**src/hw/dpvrb_regs.svh**
```systemverilog
// register map, field positions, reset values and sizes of the volatile bank
`ifndef DPVRB_REGS_SVH
`define DPVRB_REGS_SVH
`define DPVRB_NUM_LOCATIONS 16
`define DPVRB_DATA_BITS 9
`define DPVRB_ADDR_WIPER0 4'h0
`define DPVRB_ADDR_WIPER1 4'h1
`define DPVRB_ADDR_TERMCTL 4'h4
`define DPVRB_ADDR_STATUS 4'h5
`define DPVRB_TERMCTL_RESET 9'h1ff
`define DPVRB_TERMCTL_TOP_BIT 8
`define DPVRB_STATUS_ONES 4'hf
`define DPVRB_STATUS_SHUTDOWN_BIT 1
`define DPVRB_STATUS_RSVD 3'h0
`define DPVRB_RSVD_READ 9'h000
`define DPVRB_NIB_FORCE 3
`define DPVRB_NIB_A 2
`define DPVRB_NIB_W 1
`define DPVRB_NIB_B 0
`define DPVRB_MID_8BIT 9'h080
`define DPVRB_MID_7BIT 9'h040
`define DPVRB_FULL_8BIT 9'h100
`define DPVRB_FULL_7BIT 9'h080
`define DPVRB_WIPER_BITS 8
`define DPVRB_NUM_NETS 2
`endif

```
**src/hw/dpvrb_pkg.sv**
```systemverilog
// types shared by the volatile register bank modules
package dpvrb_pkg;
  typedef enum logic [1:0] {
    dpvrb_op_write,
    dpvrb_op_incr,
    dpvrb_op_decr,
    dpvrb_op_read
  } dpvrb_op_t;

  typedef struct packed {
    dpvrb_op_t op;
    logic [3:0] addr;
    logic [8:0] data;
  } dpvrb_cmd_t;

  typedef struct packed {
    logic term_a;
    logic wiper;
    logic term_b;
    logic wiper_to_b;
  } dpvrb_switch_t;

  typedef enum logic [1:0] {
    dpvrb_pwr_down,
    dpvrb_pwr_load,
    dpvrb_pwr_run
  } dpvrb_pwr_t;
endpackage : dpvrb_pkg

```
**src/hw/dpvrb_net_switch.sv**
```systemverilog
// terminal switch control of one resistor network
`timescale 1ns/1ns
`include "dpvrb_regs.svh"
module dpvrb_net_switch (
  // clock and reset
  input wire logic sys_clk_in,
  input wire logic reset_n_in,
  // control nibble and pin shutdown
  input wire logic [3:0] ctl_nibble_in,
  input wire logic shutdown_active_in,
  // switch controls
  output dpvrb_pkg::dpvrb_switch_t switch_out
);
  import dpvrb_pkg::*;

  logic forced;
  dpvrb_switch_t nxt_switch;

  // pin or force bit overrides the nibble without touching it
  assign forced = shutdown_active_in | ~ctl_nibble_in[`DPVRB_NIB_FORCE];

  always_comb begin
    if (forced) begin
      nxt_switch = '{term_a: 1'b0, wiper: 1'b1, term_b: 1'b1, wiper_to_b: 1'b1};
    end else begin
      nxt_switch.term_a = ctl_nibble_in[`DPVRB_NIB_A];
      nxt_switch.wiper = ctl_nibble_in[`DPVRB_NIB_W];
      nxt_switch.term_b = ctl_nibble_in[`DPVRB_NIB_B];
      nxt_switch.wiper_to_b = 1'b0;
    end
  end

  // reset matches the all-connected default
  always_ff @(posedge sys_clk_in or negedge reset_n_in) begin
    if (!reset_n_in) begin
      switch_out <= '{term_a: 1'b1, wiper: 1'b1, term_b: 1'b1, wiper_to_b: 1'b0};
    end else begin
      switch_out <= nxt_switch;
    end
  end
endmodule : dpvrb_net_switch

```
**src/hw/dpvrb_register_bank.sv**
```systemverilog
// volatile register bank of a one- or two-network digital potentiometer
`timescale 1ns/1ns
`include "dpvrb_regs.svh"
module dpvrb_register_bank #(
  parameter int WIPER_BITS = `DPVRB_WIPER_BITS,
  parameter int NUM_NETS = `DPVRB_NUM_NETS
) (
  // clock and power-on reset
  input wire logic sys_clk_in,
  input wire logic reset_n_in,
  // supply trip detector and shutdown pin
  input wire logic supply_ok_in,
  input wire logic hw_shutdown_input_n_in,
  // decoded serial commands
  input wire logic cmd_valid_in,
  input wire dpvrb_pkg::dpvrb_cmd_t cmd_in,
  input wire logic cmd_done_in,
  // read answer and command status
  output logic rd_valid_out,
  output logic [8:0] rd_data_out,
  output logic cmd_ignored_out,
  output logic digital_ready_out,
  // wiper positions
  output logic [8:0] wiper0_out,
  output logic [8:0] wiper1_out,
  // terminal switch controls
  output dpvrb_pkg::dpvrb_switch_t net0_switch_out,
  output dpvrb_pkg::dpvrb_switch_t net1_switch_out
);
  import dpvrb_pkg::*;

  localparam logic [8:0] WIPER_MID = (WIPER_BITS == 8) ? `DPVRB_MID_8BIT : `DPVRB_MID_7BIT;
  localparam logic [8:0] WIPER_FULL = (WIPER_BITS == 8) ? `DPVRB_FULL_8BIT : `DPVRB_FULL_7BIT;

  generate
    if ((WIPER_BITS != 7 && WIPER_BITS != 8) || NUM_NETS < 1 || NUM_NETS > 2) begin : g_bad_param
      $error("dpvrb_register_bank: WIPER_BITS must be 7 or 8, NUM_NETS 1 or 2");
    end
  endgenerate

  // wiper register index hit, address 01h only on dual parts
  function automatic logic dpvrb_wiper_hit(input logic [3:0] addr, input int idx);
    logic hit;
    hit = (addr == 4'(idx)) && (idx < NUM_NETS);
    return hit;
  endfunction : dpvrb_wiper_hit

  // step within zero..full scale; above full scale both steps are held
  function automatic logic [8:0] dpvrb_step(input logic [8:0] cur, input dpvrb_op_t op);
    logic [8:0] res;
    res = cur;
    if (op == dpvrb_op_incr && cur < WIPER_FULL) begin
      res = cur + 9'h001;
    end else if (op == dpvrb_op_decr && cur != 9'h000 && cur <= WIPER_FULL) begin
      res = cur - 9'h001;
    end
    return res;
  endfunction : dpvrb_step

  logic supply_ok_sync;
  logic shutdown_n_sync;
  logic shutdown_act;
  logic cmd_go;
  logic writable_hit;
  dpvrb_pwr_t pwr_ff;
  dpvrb_pwr_t nxt_pwr;
  logic [8:0] wiper_ff [0:1];
  logic [7:0] termctl_ff;
  logic [7:0] nxt_termctl;
  logic [7:0] termctl_live_ff;
  logic rd_valid_ff;
  logic [8:0] rd_data_ff;
  logic [8:0] nxt_rd_data;
  logic cmd_ignored_ff;
  logic ready_ff;

  // pin levels come from outside the clock domain
  dpvrb_sync2 #(
    .RESET_VAL(1'b0)
  ) u_supply_sync (
    .sys_clk_in(sys_clk_in),
    .reset_n_in(reset_n_in),
    .async_in(supply_ok_in),
    .sync_out(supply_ok_sync)
  );

  dpvrb_sync2 #(
    .RESET_VAL(1'b1)
  ) u_shutdown_sync (
    .sys_clk_in(sys_clk_in),
    .reset_n_in(reset_n_in),
    .async_in(hw_shutdown_input_n_in),
    .sync_out(shutdown_n_sync)
  );

  assign shutdown_act = ~shutdown_n_sync;

  // power sequencing: down, one load cycle, then run
  always_comb begin
    nxt_pwr = pwr_ff;
    case (pwr_ff)
      dpvrb_pwr_down: begin
        if (supply_ok_sync) begin
          nxt_pwr = dpvrb_pwr_load;
        end
      end
      dpvrb_pwr_load: begin
        nxt_pwr = supply_ok_sync ? dpvrb_pwr_run : dpvrb_pwr_down;
      end
      dpvrb_pwr_run: begin
        if (!supply_ok_sync) begin
          nxt_pwr = dpvrb_pwr_down;
        end
      end
      default: begin
        nxt_pwr = dpvrb_pwr_down;
      end
    endcase
  end

  always_ff @(posedge sys_clk_in or negedge reset_n_in) begin
    if (!reset_n_in) begin
      pwr_ff <= dpvrb_pwr_down;
      ready_ff <= 1'b0;
    end else begin
      pwr_ff <= nxt_pwr;
      ready_ff <= (nxt_pwr == dpvrb_pwr_run);
    end
  end

  // pin shutdown does not gate the command path
  assign cmd_go = cmd_valid_in && (pwr_ff == dpvrb_pwr_run);

  // only wipers and control take writes; steps only reach wipers
  always_comb begin
    writable_hit = dpvrb_wiper_hit(cmd_in.addr, 0) || dpvrb_wiper_hit(cmd_in.addr, 1);
    if (cmd_in.op == dpvrb_op_write && cmd_in.addr == `DPVRB_ADDR_TERMCTL) begin
      writable_hit = 1'b1;
    end
    if (cmd_in.op == dpvrb_op_read) begin
      writable_hit = 1'b1;
    end
  end

  // wiper registers
  always_ff @(posedge sys_clk_in or negedge reset_n_in) begin
    if (!reset_n_in) begin
      wiper_ff[0] <= WIPER_MID;
      wiper_ff[1] <= WIPER_MID;
    end else begin
      for (int i = 0; i < 2; i++) begin
        if (pwr_ff == dpvrb_pwr_load) begin
          wiper_ff[i] <= WIPER_MID;
        end else if (cmd_go && dpvrb_wiper_hit(cmd_in.addr, i)) begin
          if (cmd_in.op == dpvrb_op_write) begin
            wiper_ff[i] <= cmd_in.data;
          end else begin
            wiper_ff[i] <= dpvrb_step(wiper_ff[i], cmd_in.op);
          end
        end
      end
    end
  end

  // control register; the top bit is not stored and always reads one
  always_comb begin
    nxt_termctl = termctl_ff;
    if (pwr_ff == dpvrb_pwr_load) begin
      nxt_termctl = 8'(`DPVRB_TERMCTL_RESET);
    end else if (cmd_go && cmd_in.op == dpvrb_op_write
                 && cmd_in.addr == `DPVRB_ADDR_TERMCTL) begin
      nxt_termctl = cmd_in.data[7:0];
    end
  end

  always_ff @(posedge sys_clk_in or negedge reset_n_in) begin
    if (!reset_n_in) begin
      termctl_ff <= 8'(`DPVRB_TERMCTL_RESET);
    end else begin
      termctl_ff <= nxt_termctl;
    end
  end

  // switches follow the stored bits only once the command has ended or in the power-up load cycle
  always_ff @(posedge sys_clk_in or negedge reset_n_in) begin
    if (!reset_n_in) begin
      termctl_live_ff <= 8'(`DPVRB_TERMCTL_RESET);
    end else if (pwr_ff == dpvrb_pwr_load || cmd_done_in) begin
      termctl_live_ff <= nxt_termctl;
    end
  end

  // read mux
  always_comb begin
    nxt_rd_data = `DPVRB_RSVD_READ;
    if (dpvrb_wiper_hit(cmd_in.addr, 0)) begin
      nxt_rd_data = wiper_ff[0];
    end else if (dpvrb_wiper_hit(cmd_in.addr, 1)) begin
      nxt_rd_data = wiper_ff[1];
    end else if (cmd_in.addr == `DPVRB_ADDR_TERMCTL) begin
      nxt_rd_data = {1'b1, termctl_ff};
    end else if (cmd_in.addr == `DPVRB_ADDR_STATUS) begin
      nxt_rd_data = {`DPVRB_STATUS_ONES, `DPVRB_STATUS_RSVD, shutdown_act, 1'b0};
    end
  end

  // reserved locations answer with a fixed value
  always_ff @(posedge sys_clk_in or negedge reset_n_in) begin
    if (!reset_n_in) begin
      rd_valid_ff <= 1'b0;
      rd_data_ff <= `DPVRB_RSVD_READ;
    end else begin
      rd_valid_ff <= cmd_go && cmd_in.op == dpvrb_op_read;
      if (cmd_go && cmd_in.op == dpvrb_op_read) begin
        rd_data_ff <= nxt_rd_data;
      end
    end
  end

  // flags commands dropped below trip or aimed at nothing writable
  always_ff @(posedge sys_clk_in or negedge reset_n_in) begin
    if (!reset_n_in) begin
      cmd_ignored_ff <= 1'b0;
    end else begin
      cmd_ignored_ff <= cmd_valid_in && (!cmd_go || !writable_hit);
    end
  end

  dpvrb_net_switch u_net0 (
    .sys_clk_in(sys_clk_in),
    .reset_n_in(reset_n_in),
    .ctl_nibble_in(termctl_live_ff[3:0]),
    .shutdown_active_in(shutdown_act),
    .switch_out(net0_switch_out)
  );

  // single-network parts still drive this control from the upper nibble of the control register
  dpvrb_net_switch u_net1 (
    .sys_clk_in(sys_clk_in),
    .reset_n_in(reset_n_in),
    .ctl_nibble_in(termctl_live_ff[7:4]),
    .shutdown_active_in(shutdown_act),
    .switch_out(net1_switch_out)
  );

  assign rd_valid_out = rd_valid_ff;
  assign rd_data_out = rd_data_ff;
  assign cmd_ignored_out = cmd_ignored_ff;
  assign digital_ready_out = ready_ff;
  assign wiper0_out = wiper_ff[0];
  assign wiper1_out = wiper_ff[1];
endmodule : dpvrb_register_bank

```
**src/hw/dpvrb_sync2.sv**
```systemverilog
// two flip-flop synchroniser for one level from outside the clock domain
`timescale 1ns/1ns
module dpvrb_sync2 #(
  parameter logic RESET_VAL = 1'b0
) (
  // clock and reset
  input wire logic sys_clk_in,
  input wire logic reset_n_in,
  // level in and out
  input wire logic async_in,
  output logic sync_out
);
  logic meta_ff;

  // first stage feeds only the second stage
  always_ff @(posedge sys_clk_in or negedge reset_n_in) begin
    if (!reset_n_in) begin
      meta_ff <= RESET_VAL;
      sync_out <= RESET_VAL;
    end else begin
      meta_ff <= async_in;
      sync_out <= meta_ff;
    end
  end
endmodule : dpvrb_sync2
```
**config.mk**
```make
export PLATFORM = sky130hd
export DESIGN_NAME = dpvrb_register_bank
export DESIGN_NICKNAME = d
export VERILOG_FILES = /design/src/hw/dpvrb_pkg.sv /design/src/hw/dpvrb_net_switch.sv /design/src/hw/dpvrb_register_bank.sv /design/src/hw/dpvrb_sync2.sv
export VERILOG_INCLUDE_DIRS = /design/src /design/src/hw
export SDC_FILE = /design/constraint.sdc
export NUM_CORES = 1
export LEC_CHECK = 0
export BUFFER_PORTS_ARGS = -buffer_cell sky130_fd_sc_hd__buf_2
export CAP_MARGIN = 30
export CORE_ASPECT_RATIO = 1.5
export CORE_MARGIN = 2
export CORE_UTILIZATION = 30
export DETAILED_ROUTE_END_ITERATION = 8
export HOLD_SLACK_MARGIN = 0.12
export MAX_ROUTING_LAYER = met4
export PLACE_DENSITY = 0.58
export SLEW_MARGIN = 20
export SYNTH_ARGS = -nofsm -noshare
export SYNTH_HDL_FRONTEND = slang
export SYNTH_SLANG_ARGS = --single-unit
```
**constraint.sdc**
```tcl
create_clock -name sys_clk_in -period 4.4 [get_ports sys_clk_in]
set_input_delay 1.1 -clock sys_clk_in [delete_from_list [all_inputs] [get_ports sys_clk_in]]
set_output_delay 1.1 -clock sys_clk_in [all_outputs]
set_load 0.005 [all_outputs]
```
Word-level counts from Yosys, hierarchy flattened
Cells that the tools add are included.

$add $sub $neg: 4. $mul: 0. Divide/modulo/power cells: 0. Order comparisons: 4. Eq/ne operators: 9. Shift-type cells: 0. Multiplexer cells: 24. Bitwise operators: 5. Reductions and logical operators: 30.

Operators by type and width (number): $mux 9 (14); $add 9x1->9 const B (2); $le 9x9->1 const B (2); $lt 9x9->1 const B (2); $reduce_bool 9->1 (2); $sub 9x1->9 const B (2); $mux 8 (2); $logic_and 1x1->1 (14); $eq 2x2->1 const B (4); $eq 4x3->1 const B (2); $mux 4 (2); $reduce_bool 4->1 (2); $mux 2 (3); $pmux 2 s3 (1); $eq 2x1->1 const B (2); $eq 4x1->1 const B (1); $logic_not 2->1 (2); $logic_not 4->1 (1); $reduce_and 2->1 (2); $reduce_bool 2->1 (2); $logic_or 1x1->1 (3); $not 1->1 (3); $logic_not 1->1 (2); $mux 1 (2); $or 1x1->1 (2).

Flip-flop bits (word level): 60. Bits in latches: 0. Memory bits (writable): 0. Bits in read-only memories: 0. Input bits: 21. Output and inout bits: 38. Memories kept: 0.

Depth between registers and ports, before layout
Gate-level depths: netlist of run 1.

Word-level depth: 8. Gate-level depth with buffers: 11. Depth with buffers taken out: 10.

Modules after synthesis
Synthesis of run 1 repeated with hierarchy kept, for this count alone.

Cells, all modules: 356. Area total of the unflattened synthesis: 3488.3 um2.

By module, submodules not included: dpvrb_register_bank (times used 1, cells each 336, area each 3105.5 um2, sequential area each 1223.7 um2); dpvrb_net_switch (times used 2, cells each 8, area each 140.1 um2, sequential area each 103.8 um2); dpvrb_sync2 at u_shutdown_sync (times used 1, cells each 2, area each 52.6 um2, sequential area each 52.6 um2); dpvrb_sync2 at u_supply_sync (times used 1, cells each 2, area each 50.0 um2, sequential area each 50.0 um2).

Least setup slack after synthesis of run 1
No wires, ideal clock.

Path type: input-to-reg. Start: in cmd_in[14] (netlist name). End: reg wiper_ff, in the netlist wiper0_out[8]. Library setup time: 0.126 ns. Arrival: 3.373 ns. Slack: 0.901 ns. Cell stages on the path: 10. Buffers on the path: 1. Path through: clkbuf_8 > nand2b_1 > nand2b_1 > ha_1 > o21ai_0 > a21oi_1 > o21a_1 > o31ai_1 > mux2_2 > a311o_1.

Word-level cells in the longest chain between the ends: 6.

Ends and longest elaborated chain: start, declared (line dpvrb_register_bank.sv:16) `input wire dpvrb_pkg::dpvrb_cmd_t cmd_in,`; $eq 2x1->1 (line dpvrb_register_bank.sv:52) `if (op == dpvrb_op_incr && cur < WIPER_FULL) begin`; $logic_and 1x1->1 (line dpvrb_register_bank.sv:52); $mux 9 (line dpvrb_register_bank.sv:52); $mux 9 (line dpvrb_register_bank.sv:155) `if (cmd_in.op == dpvrb_op_write) begin`; $mux 9 (line dpvrb_register_bank.sv:154) `end else if (cmd_go && dpvrb_wiper_hit(cmd_in.addr, i)) begin`; $mux 9 (line dpvrb_register_bank.sv:152) `if (pwr_ff == dpvrb_pwr_load) begin`; end signal, assigned by index (line dpvrb_register_bank.sv:156) `wiper_ff[i] <= cmd_in.data;`; end signal, assigned by index (line dpvrb_register_bank.sv:158) `wiper_ff[i] <= dpvrb_step(wiper_ff[i], cmd_in.op);`; end, declared (line dpvrb_register_bank.sv:67) `logic [8:0] wiper_ff [0:1];`.

Several ways; a longest one is shown, not always the timed one. The select of a mux whose other input is x is not followed. A chain may end at the register's enable or synchronous reset.

Worst setup path after layout of run 1
Same ends and word-level chain as after synthesis.

==> flow_metrics.env, run 1 <==
export IMPL_async_reset_ff_frac=1.000
export IMPL_critical_path_top_cell_by_count="sky130_fd_sc_hd__nand2b_1"
export IMPL_post_synthesis_net_count=401
export IMPL_dr_total_vias=3045
export IMPL_synth_largest_area_cell="sky130_fd_sc_hd__dfrtp_1"
export IMPL_hold_path_class="reg -> reg"
export IMPL_grt_start_max_net_pins=32
export IMPL_critical_path_slowest_cell="sky130_fd_sc_hd__ha_1"
export IMPL_rsz0062_at_grt="no"
export IMPL_fin_area_um2=4259
export IMPL_synth_seq_cells=60
export IMPL_cts_repair_timing_setup_buffer_count=0
export IMPL_sequential_cell_area_fraction_in_the_yosys_report=0.4331
export IMPL_ant_nets=0
export IMPL_power_leakage_uw=0.001866
export IMPL_gpl_wtd_cong=0.8947
export IMPL_avgSynthCellArea_um2=9.785
export IMPL_cpPeakStageDelay_ns=0.40
export IMPL_fraction_of_final_layout_cells_with_drive_strength_greater_than_1=0.2894
export IMPL_route_detailed_drc=0
export IMPL_postSynthCellCount=362
export IMPL_post_cts_resized=0
export IMPL_nets=459
export IMPL_final_hold_violation_count=0
export IMPL_initial_drc_count=181
export IMPL_cts_hold_buffers=0
export IMPL_h_tree_depth=3
export IMPL_critical_path_class="in -> reg"
export IMPL_antenna_found_initial=0
export IMPL_die_width_um=92.72
export IMPL_worst_path_max_fanout=15
export IMPL_dominantRegCellSynth="sky130_fd_sc_hd__dfrtp_1"
export IMPL_worst_endpoint_arrival_ns=3.75
export IMPL_top_area_cell_type_share_of_the_netlist_area=0.2402
export IMPL_critPathRequiredTime_ns=4.61
export IMPL_layout_area_overhead_vs_synth_pct=20.24
export IMPL_io_buffer_count=58
export IMPL_path_clk_slew_ns=0.05
export IMPL_worstMarginPinSlew_ns=0.7275
export IMPL_place_area_um2=3960
export IMPL_finalSetupTns_ns=0
export IMPL_first_global_vias=3114
export IMPL_layout_worst_path_cycle_share=0.8046
export IMPL_worstSetupEndpointType="register"
export IMPL_preCtsSetupSlack_ns=0.5785
export IMPL_finalCriticalPeriod_ns=3.540
export IMPL_clk_skew_ns=0.007008
export IMPL_std_cell_rows=48
export IMPL_relSlewSlack=0.5150
export IMPL_floorplan_die_height_um=137.1
export IMPL_yosys_cell_types_count=62
export IMPL_root_driver="sky130_fd_sc_hd__clkbuf_16"
export IMPL_cts_path_max_buffers=2
export IMPL_diodes=0
export IMPL_vias_per_cell=5.296
export IMPL_clock_sinks=60
export IMPL_routed_wirelength_um=10060
export IMPL_worstSkewPairLatency_ns=0.33
export IMPL_hpwl_um=7371
export IMPL_synthesis_area_um2=3542
export IMPL_post_dr_wirelength_cell_um=17.50
export IMPL_power_density_cell_area_nw_per_um2=358.9
export IMPL_core_region_area_um2=11530
export IMPL_grt_total_usage=0.1756
export IMPL_num_io_pins=59
export IMPL_design_die_area_um2=12710
export IMPL_cp_buffers_inverters=1
export IMPL_timing_max_transition_violations_final=0
export IMPL_vdd_ir_drop_worst_mv=0.1837
export IMPL_run_status="finished, final reports clean"
export IMPL_cpLargestDelayFamily="compound AO/OA/AOI/OAI gates"
export IMPL_tritoncts_num_buffers=9
export IMPL_timing_critical_path_cells="buf_2 > nand2b_1 > nand2b_1 > ha_1 > o21ai_0 > a21oi_1 > o21a_1 > o31ai_1 > mux2_2 > a311o_1"
export IMPL_grt_first_pass_wirelength_um=16480
export IMPL_timing_max_cap_violations=0
export IMPL_synth_enable_flop_cells=0
export IMPL_finalSetupViolCount=0
export IMPL_timing_final_ws_setup_ns=0.8598
export IMPL_critical_path_startpoint_type="primary input"
export IMPL_start_util=0.3072
export IMPL_synth_area_top_cells="sky130_fd_sc_hd__dfrtp_1 (24%), sky130_fd_sc_hd__dfstp_2 (19%), sky130_fd_sc_hd__ha_1 (5.7%), sky130_fd_sc_hd__nand2_1 (5.0%), sky130_fd_sc_hd__o21ai_0 (4.7%)"
export IMPL_cts_tree="built"
export IMPL_maxClockFrequency_ghz=0.2825
export IMPL_globalRoute_totalOverflow=0
export IMPL_firstDrtPassIters=7
export IMPL_yosysWarningCount=0
[state kept, by name, summed over array words and instances, names as in the netlist, 2 cells and up]
signal             flops
u_net0.switch_out      4
u_net1.switch_out      4
pwr_ff                 2
rd_data_out            9
wiper0_out             9
termctl_ff             8
wiper1_out             9
termctl_live_ff        8
[kinds of logic after synthesis]
group,Yosys count,synth area share
compound gates,101,0.1876
mux,20,0.06146
fa+ha+maj,18,0.06782
xor+xnor,7,0.01731
buf+inv,26,0.03603
flops,60,0.4331
simple gates,130,0.1967
[synthesized netlist by cell type, drive strengths merged (5+ instances only)]
cell type / number
a211oi: 5
a21oi: 21
a22o: 5
buf: 5
clkbuf: 9
dfrtp: 34
dfstp: 26
ha: 16
inv: 12
mux2i: 15
nand2: 47
nand2b: 7
nand3: 7
nor2: 23
nor2b: 5
nor3: 7
o21ai: 33
or2: 6
or3: 5
[per-layer routing]
| layer | vias up | track usage | part of all wire |
|---|---|---|---|
| met5 | - | - | 0 |
| met4 | 0 | 0.1070 | 0.051 |
| met3 | 38 | 0.03634 | 0.060 |
| met2 | 122 | 0.2762 | 0.48 |
| met1 | 1453 | 0.2064 | 0.41 |
| li1 | 1432 | - | - |
[path summary, 6_finish.rpt]
check | depth (start not counted) | endpoint | slack [ns] | from
setup reg to reg | 9 | wiper0_out[8] | 1.47 | wiper0_out[8]
setup / recovery | 10 | wiper0_out[8] | 0.86 | cmd_in[14]
min in group asynchronous | 1 | wiper0_out[6] | 0.83 | reset_n_in
hold / removal | 0 | u_supply_sync.sync_out | 0.34 | u_supply_sync.meta_ff
max in group asynchronous | 2 | termctl_live_ff[0] | 2.79 | reset_n_in
hold reg to reg | 0 | u_supply_sync.sync_out | 0.34 | u_supply_sync.meta_ff
[layout make-up]
class	count	area (um^2)
repair buffers	61	312.8
inverters	12	45.04
well taps	150	187.7
fillers	1172	7272
multi-input cells	276	1881
clock inverters	2	35.03
clock buffers	14	264.0
flip-flops and latches	60	1534
[worst reg2reg max path, cell delays in order, from the launching register on]
cell and delay [ns]:
sky130_fd_sc_hd__dfrtp_1 0.42, sky130_fd_sc_hd__inv_1 0.17, sky130_fd_sc_hd__nand2b_1 0.26, sky130_fd_sc_hd__ha_1 0.40
sky130_fd_sc_hd__o21ai_0 0.25, sky130_fd_sc_hd__a21oi_1 0.10, sky130_fd_sc_hd__o21a_1 0.22, sky130_fd_sc_hd__o31ai_1 0.27
sky130_fd_sc_hd__mux2_2 0.36, sky130_fd_sc_hd__a311o_1 0.35
[cells in the final DEF, fill, tap and decap left out, types with 3 or more instances in the layout]
master / n
sky130_fd_sc_hd__a211oi_1: 5
sky130_fd_sc_hd__or3_1: 5
sky130_fd_sc_hd__mux2_2: 4
sky130_fd_sc_hd__mux2i_1: 15
sky130_fd_sc_hd__xor2_1: 3
sky130_fd_sc_hd__o21a_1: 4
sky130_fd_sc_hd__buf_4: 3
sky130_fd_sc_hd__nor2_1: 22
sky130_fd_sc_hd__clkbuf_16: 9
sky130_fd_sc_hd__xnor2_1: 4
sky130_fd_sc_hd__nand2b_1: 7
sky130_fd_sc_hd__o21ai_0: 33
sky130_fd_sc_hd__dfstp_2: 26
sky130_fd_sc_hd__a311oi_1: 3
sky130_fd_sc_hd__nand2_1: 47
sky130_fd_sc_hd__a22o_1: 5
sky130_fd_sc_hd__ha_1: 16
sky130_fd_sc_hd__a21oi_1: 19
sky130_fd_sc_hd__a21boi_0: 3
sky130_fd_sc_hd__or2_2: 6
sky130_fd_sc_hd__nand3_1: 7
sky130_fd_sc_hd__nand3b_1: 4
sky130_fd_sc_hd__o221ai_1: 3
sky130_fd_sc_hd__nor3_1: 7
sky130_fd_sc_hd__o31ai_1: 4
sky130_fd_sc_hd__inv_1: 12
sky130_fd_sc_hd__buf_2: 58
sky130_fd_sc_hd__clkbuf_1: 3
sky130_fd_sc_hd__dfrtp_1: 34
sky130_fd_sc_hd__nor2b_1: 5
sky130_fd_sc_hd__a31oi_1: 4
[report_power, final]
group          switching, uW  total, uW  internal (uW)
Combinational            137        227           90.8
Clock                    235        703            468
Sequential              20.7        598            577
[stage by stage]
stage               std cells  hold WS [ns]    util  total power [uW]
global placement          559        0.3331  0.3434             826.0
CTS                       575        0.3471  0.3694              1549
floorplan                 362        0.3312       -             747.6
detailed placement        559        0.3356  0.3434             831.9
finish                    575        0.3444  0.3694              1529
global route              575        0.3633  0.3694              1604
Power figures use the tool's default switching activity.
==> inputs of run 2 (changes only) <==
PLACE_DENSITY = 0.6   (was 0.58)
clock period = 3 ns   (was 4.4 ns; I/O delays follow)
==> flow_metrics.env, run 2 (same netlist as run 1, synthesis figures left out) <==
export IMPL_run_status="finished, final reports clean"
export IMPL_worstMarginPinSlew_ns=0.7299
export IMPL_place_area_um2=4085
export IMPL_cts_repair_timing_setup_buffer_count=0
export IMPL_nets=473
export IMPL_power_frac_clock=0.434
export IMPL_io_buffer_count=58
export IMPL_std_cell_rows=48
export IMPL_num_io_pins=59
export IMPL_initial_drc_count=207
export IMPL_vias_per_cell=5.202
export IMPL_timing_max_cap_violations=0
export IMPL_vdd_ir_drop_worst_mv=0.2753
export IMPL_tritoncts_num_buffers=9
export IMPL_layout_area_overhead_vs_synth_pct=23.03
export IMPL_power_share_combinational=0.166
export IMPL_path_clk_slew_ns=0.05
export IMPL_layout_worst_path_cycle_share=0.9367
export IMPL_post_dr_wirelength_cell_um=17.22
export IMPL_firstDrtPassIters=4
export IMPL_preCtsSetupSlack_ns=-0.1222
export IMPL_power_density_cell_area_nw_per_um2=499.2
export IMPL_route_detailed_drc=0
export IMPL_fin_area_um2=4358
export IMPL_area_of_the_multi_input_gates_um2=1889
export IMPL_rsz0062_at_grt="no"
export IMPL_post_cts_resized=0
export IMPL_final_hold_violation_count=0
export IMPL_maxClockFrequency_ghz=0.3558
export IMPL_ant_nets=0
export IMPL_cts_hold_buffers=0
export IMPL_start_util=0.3072
export IMPL_globalRoute_totalOverflow=0
export IMPL_critical_path_startpoint_type="primary input"
export IMPL_seq_power_share=0.400
export IMPL_antenna_found_initial=0
export IMPL_dr_total_vias=3064
export IMPL_grt_start_max_net_pins=33
export IMPL_fraction_of_final_layout_cells_with_drive_strength_greater_than_1=0.3189
export IMPL_layout_cells_most_common="sky130_fd_sc_hd__buf_2"
export IMPL_cts_path_max_buffers=2
export IMPL_power_switching_uw=601.7
export IMPL_timing_max_transition_violations_final=0
export IMPL_grt_first_pass_wirelength_um=16550
export IMPL_cts_tree="built"
export IMPL_power_leakage_uw=0.001939
export IMPL_h_tree_depth=3
export IMPL_clk_skew_ns=0.005118
export IMPL_finalCriticalPeriod_ns=2.810
export IMPL_critical_path_class="in -> reg"
export IMPL_timing_final_ws_setup_ns=0.1898
export IMPL_worstSetupEndpointType="register"
export IMPL_num_fill_cells=1194
export IMPL_hold_path_class="reg -> reg"
export IMPL_hpwl_um=7533
export IMPL_clock_sinks=60
export IMPL_first_global_vias=3124
export IMPL_root_driver="sky130_fd_sc_hd__clkbuf_16"
export IMPL_routed_wirelength_um=10140
export IMPL_worstSkewPairLatency_ns=0.33
export IMPL_worst_endpoint_arrival_ns=3.08
export IMPL_worst_path_max_fanout=3
export IMPL_grt_total_usage=0.1751
export IMPL_commonest_cells_after_routing_fill_and_taps_aside="sky130_fd_sc_hd__buf_2 (58), sky130_fd_sc_hd__nand2_1 (47), sky130_fd_sc_hd__dfrtp_1 (34)"
export IMPL_seqCellArea_um2=1534
export IMPL_floorplan_die_height_um=137.1
export IMPL_power_report_internal_total_uw=1574
export IMPL_diodes=0
export IMPL_die_width_um=92.72
export IMPL_relSlewSlack=0.5008
export IMPL_gpl_wtd_cong=0.8854
export IMPL_core_region_area_um2=11530
export IMPL_finalSetupViolCount=0
export IMPL_critPathRequiredTime_ns=3.27
export IMPL_design_die_area_um2=12710
export IMPL_switching_fraction=0.2766
[run 2: stage by stage]
stage	power [uW]	TNS [ns]	cells	hold slack [ns]	util
floorplan	1100	0	362	0.3312	-
CTS	2195	0	589	0.3518	0.3778
global route	2288	0	589	0.3536	0.3779
global placement	1236	-0.1609	573	0.3350	0.3543
detailed placement	1243	-0.2986	573	0.3387	0.3543
finish	2175	0	589	0.3499	0.3779
[run 2: area by class of cell]
cell class | count | area share
tap | 150 | 0.04307
timing repair buffer | 75 | 0.09877
multi-input combinational | 276 | 0.4335
sequential | 60 | 0.3520
inverter | 12 | 0.01034
clock inverter | 5 | 0.006604
clock buffer | 11 | 0.05570
[run 2: path summary, 6_finish.rpt]
path	from	to	slack, ns	cells after the start
setup reg to reg	wiper0_out[8]	wiper0_out[8]	0.36	9
max in group asynchronous	reset_n_in	termctl_ff[7]	1.85	2
setup / recovery	cmd_in[14]	wiper1_out[8]	0.19	10
min in group asynchronous	reset_n_in	wiper0_out[4]	0.47	1
hold reg to reg	u_supply_sync.meta_ff	u_supply_sync.sync_out	0.35	0
hold / removal	u_supply_sync.meta_ff	u_supply_sync.sync_out	0.35	0
[run 2: critical path, cell delays in order]
cell	delay (ns)
sky130_fd_sc_hd__buf_2	0.11
sky130_fd_sc_hd__nand2b_1	0.17
sky130_fd_sc_hd__or2_2	0.33
sky130_fd_sc_hd__ha_1	0.29
sky130_fd_sc_hd__nor2b_1	0.15
sky130_fd_sc_hd__o211a_1	0.22
sky130_fd_sc_hd__o31ai_1	0.37
sky130_fd_sc_hd__a32oi_1	0.20
sky130_fd_sc_hd__or3_1	0.40
sky130_fd_sc_hd__nand3_1	0.09
[run 2: power by group through the flow]
stage,clock network [uW],logic (uW),registers [uW]
2_1_floorplan,0,215,884
3_3_place_gp,0,353,882
5_1_grt,1010,405,876
3_5_place_dp,0,360,884
6_report,944,361,871
4_1_cts,961,362,872
[run 2: routing by layer]
| metal | up-vias | global-route usage | part of all wire |
|---|---|---|---|
| li1 | 1463 | - | - |
| met1 | 1501 | 0.2046 | 0.42 |
| met2 | 92 | 0.3001 | 0.52 |
| met3 | 8 | 0.03634 | 0.046 |
| met4 | 0 | 0.05964 | 0.012 |
| met5 | - | - | 0 |
==> inputs of run 3 (changes only) <==
PLACE_DENSITY = not set   (was 0.6)
PLACE_DENSITY_LB_ADDON = 0.3   (was not set)
==> flow_metrics.env, run 3 (same netlist as run 1, synthesis figures left out) <==
export IMPL_run_status="finished, final reports clean"
export IMPL_worst_path_max_fanout=7
export IMPL_cts_repair_timing_setup_buffer_count=0
export IMPL_start_util=0.3072
export IMPL_placed_cells=572
export IMPL_gpl_wtd_cong=0.8561
export IMPL_grt_first_pass_wirelength_um=15830
export IMPL_globalRoute_totalOverflow=0
export IMPL_switching_fraction=0.2558
export IMPL_tritoncts_num_buffers=9
export IMPL_power_leakage_uw=0.001934
export IMPL_std_cell_rows=48
export IMPL_critical_path_startpoint_type="primary input"
export IMPL_firstDrtPassIters=4
export IMPL_h_tree_depth=3
export IMPL_fraction_of_final_layout_cells_with_drive_strength_greater_than_1=0.3105
export IMPL_clock_sinks=60
export IMPL_rr_worst_depth=9
export IMPL_layout_area_overhead_vs_synth_pct=23.28
export IMPL_preCtsSetupSlack_ns=-0.1414
export IMPL_routed_wirelength_um=9965
export IMPL_vias_per_cell=5.122
export IMPL_timing_final_ws_setup_ns=0.1612
export IMPL_critPathRequiredTime_ns=3.20
export IMPL_seq_power_share=0.390
export IMPL_io_buffer_count=58
export IMPL_worstSkewPairLatency_ns=0.32
export IMPL_cts_path_max_buffers=2
export IMPL_cts_hold_buffers=0
export IMPL_rsz0062_at_grt="no"
export IMPL_core_region_area_um2=11530
export IMPL_worstMarginPinSlew_ns=0.6776
export IMPL_grt_total_usage=0.1693
export IMPL_power_frac_clock=0.449
export IMPL_path_clk_slew_ns=0.05
export IMPL_timing_max_cap_violations=0
export IMPL_post_cts_resized=0
export IMPL_worst_endpoint_arrival_ns=3.04
export IMPL_maxClockFrequency_ghz=0.3523
export IMPL_num_io_pins=59
export IMPL_power_density_cell_area_nw_per_um2=512.0
export IMPL_floorplan_die_height_um=137.1
export IMPL_fin_area_um2=4367
export IMPL_final_hold_violation_count=0
export IMPL_hpwl_um=7603
export IMPL_dr_total_vias=3012
export IMPL_antenna_found_initial=0
export IMPL_final_core_util=0.3787
export IMPL_diodes=0
export IMPL_finalCriticalPeriod_ns=2.839
export IMPL_layout_cells_most_common="sky130_fd_sc_hd__buf_2"
export IMPL_die_width_um=92.72
export IMPL_ant_nets=0
export IMPL_initial_drc_count=150
export IMPL_finalSetupViolCount=0
export IMPL_power_switching_uw=571.9
export IMPL_cts_tree="built"
export IMPL_ff2ff_setup_slack_ns=0.34
export IMPL_root_driver="sky130_fd_sc_hd__clkbuf_16"
export IMPL_relSlewSlack=0.5483
export IMPL_route_detailed_drc=0
export IMPL_hold_path_class="reg -> reg"
export IMPL_clk_skew_ns=0.003727
export IMPL_final_instance_count_excl_fill=588
export IMPL_timing_max_transition_violations_final=0
export IMPL_post_dr_wirelength_cell_um=16.95
export IMPL_power_report_internal_total_uw=1664
export IMPL_worstSetupEndpointType="register"
export IMPL_worst_hold_stages=0
export IMPL_commonest_cells_after_routing_fill_and_taps_aside="sky130_fd_sc_hd__buf_2 (58), sky130_fd_sc_hd__nand2_1 (47), sky130_fd_sc_hd__dfrtp_1 (34)"
export IMPL_num_fill_cells=1170
export IMPL_grt_start_max_net_pins=34
export IMPL_first_global_vias=3035
export IMPL_design_die_area_um2=12710
export IMPL_nets=472
export IMPL_power_share_combinational=0.161
export IMPL_place_area_um2=4078
export IMPL_critical_path_class="in -> reg"
export IMPL_layout_worst_path_cycle_share=0.9463
export IMPL_vdd_ir_drop_worst_mv=0.2721
export IMPL_finalPower_uw=2236
[run 3: area by class of cell]
type                    count  area (um^2)  share of cell area
flip-flops and latches     60         1534              0.3513
well taps                 150        187.7             0.04298
clock buffers              14        254.0             0.05817
inverters                  12        45.04             0.01032
multi-input cells         276         1888              0.4324
clock inverters             2        35.03            0.008023
repair buffers             74        422.9             0.09685
[run 3: power by group through the flow]
| stage | Combinational [uW] | Clock, uW | Sequential [uW] |
|---|---|---|---|
| after floorplan | 215 | 0 | 884 |
| after global placement | 357 | 0 | 883 |
| after detailed placement | 362 | 0 | 885 |
| after CTS | 364 | 1030 | 873 |
| after global routing | 398 | 1070 | 876 |
| final | 360 | 1000 | 872 |
[run 3: layer usage]
layer	vias to the layer above	GRT usage	routed length [um]
met1	1435	0.1904	3987
met2	98	0.2908	5159
li1	1458	-	-
met5	-	-	0
met4	0	0.08252	294
met3	21	0.02919	523
[run 3: critical path, stage by stage]
cell,delay (ns)
sky130_fd_sc_hd__buf_2,0.11
sky130_fd_sc_hd__nand2b_1,0.19
sky130_fd_sc_hd__nand2b_4,0.20
sky130_fd_sc_hd__ha_1,0.31
sky130_fd_sc_hd__o21ai_1,0.18
sky130_fd_sc_hd__a21oi_1,0.08
sky130_fd_sc_hd__o21a_1,0.21
sky130_fd_sc_hd__o31ai_1,0.29
sky130_fd_sc_hd__mux2_2,0.37
sky130_fd_sc_hd__a311o_1,0.35
[run 3: final timing paths]
check,start,endpoint
setup / recovery,cmd_in[14],wiper0_out[8]
hold / removal,u_supply_sync.meta_ff,u_supply_sync.sync_out
setup reg to reg,wiper0_out[8],wiper0_out[8]
hold reg to reg,u_supply_sync.meta_ff,u_supply_sync.sync_out
max in group asynchronous,reset_n_in,u_net1.switch_out[1]
min in group asynchronous,reset_n_in,u_supply_sync.meta_ff
[run 3: through the flow]
stage | setup TNS, ns | hold slack (ns)
5_1_grt | 0 | 0.3630
3_5_place_dp | -0.2940 | 0.3347
2_1_floorplan | 0 | 0.3312
4_1_cts | 0 | 0.3465
3_3_place_gp | -0.1745 | 0.3330
6_report | 0 | 0.3456
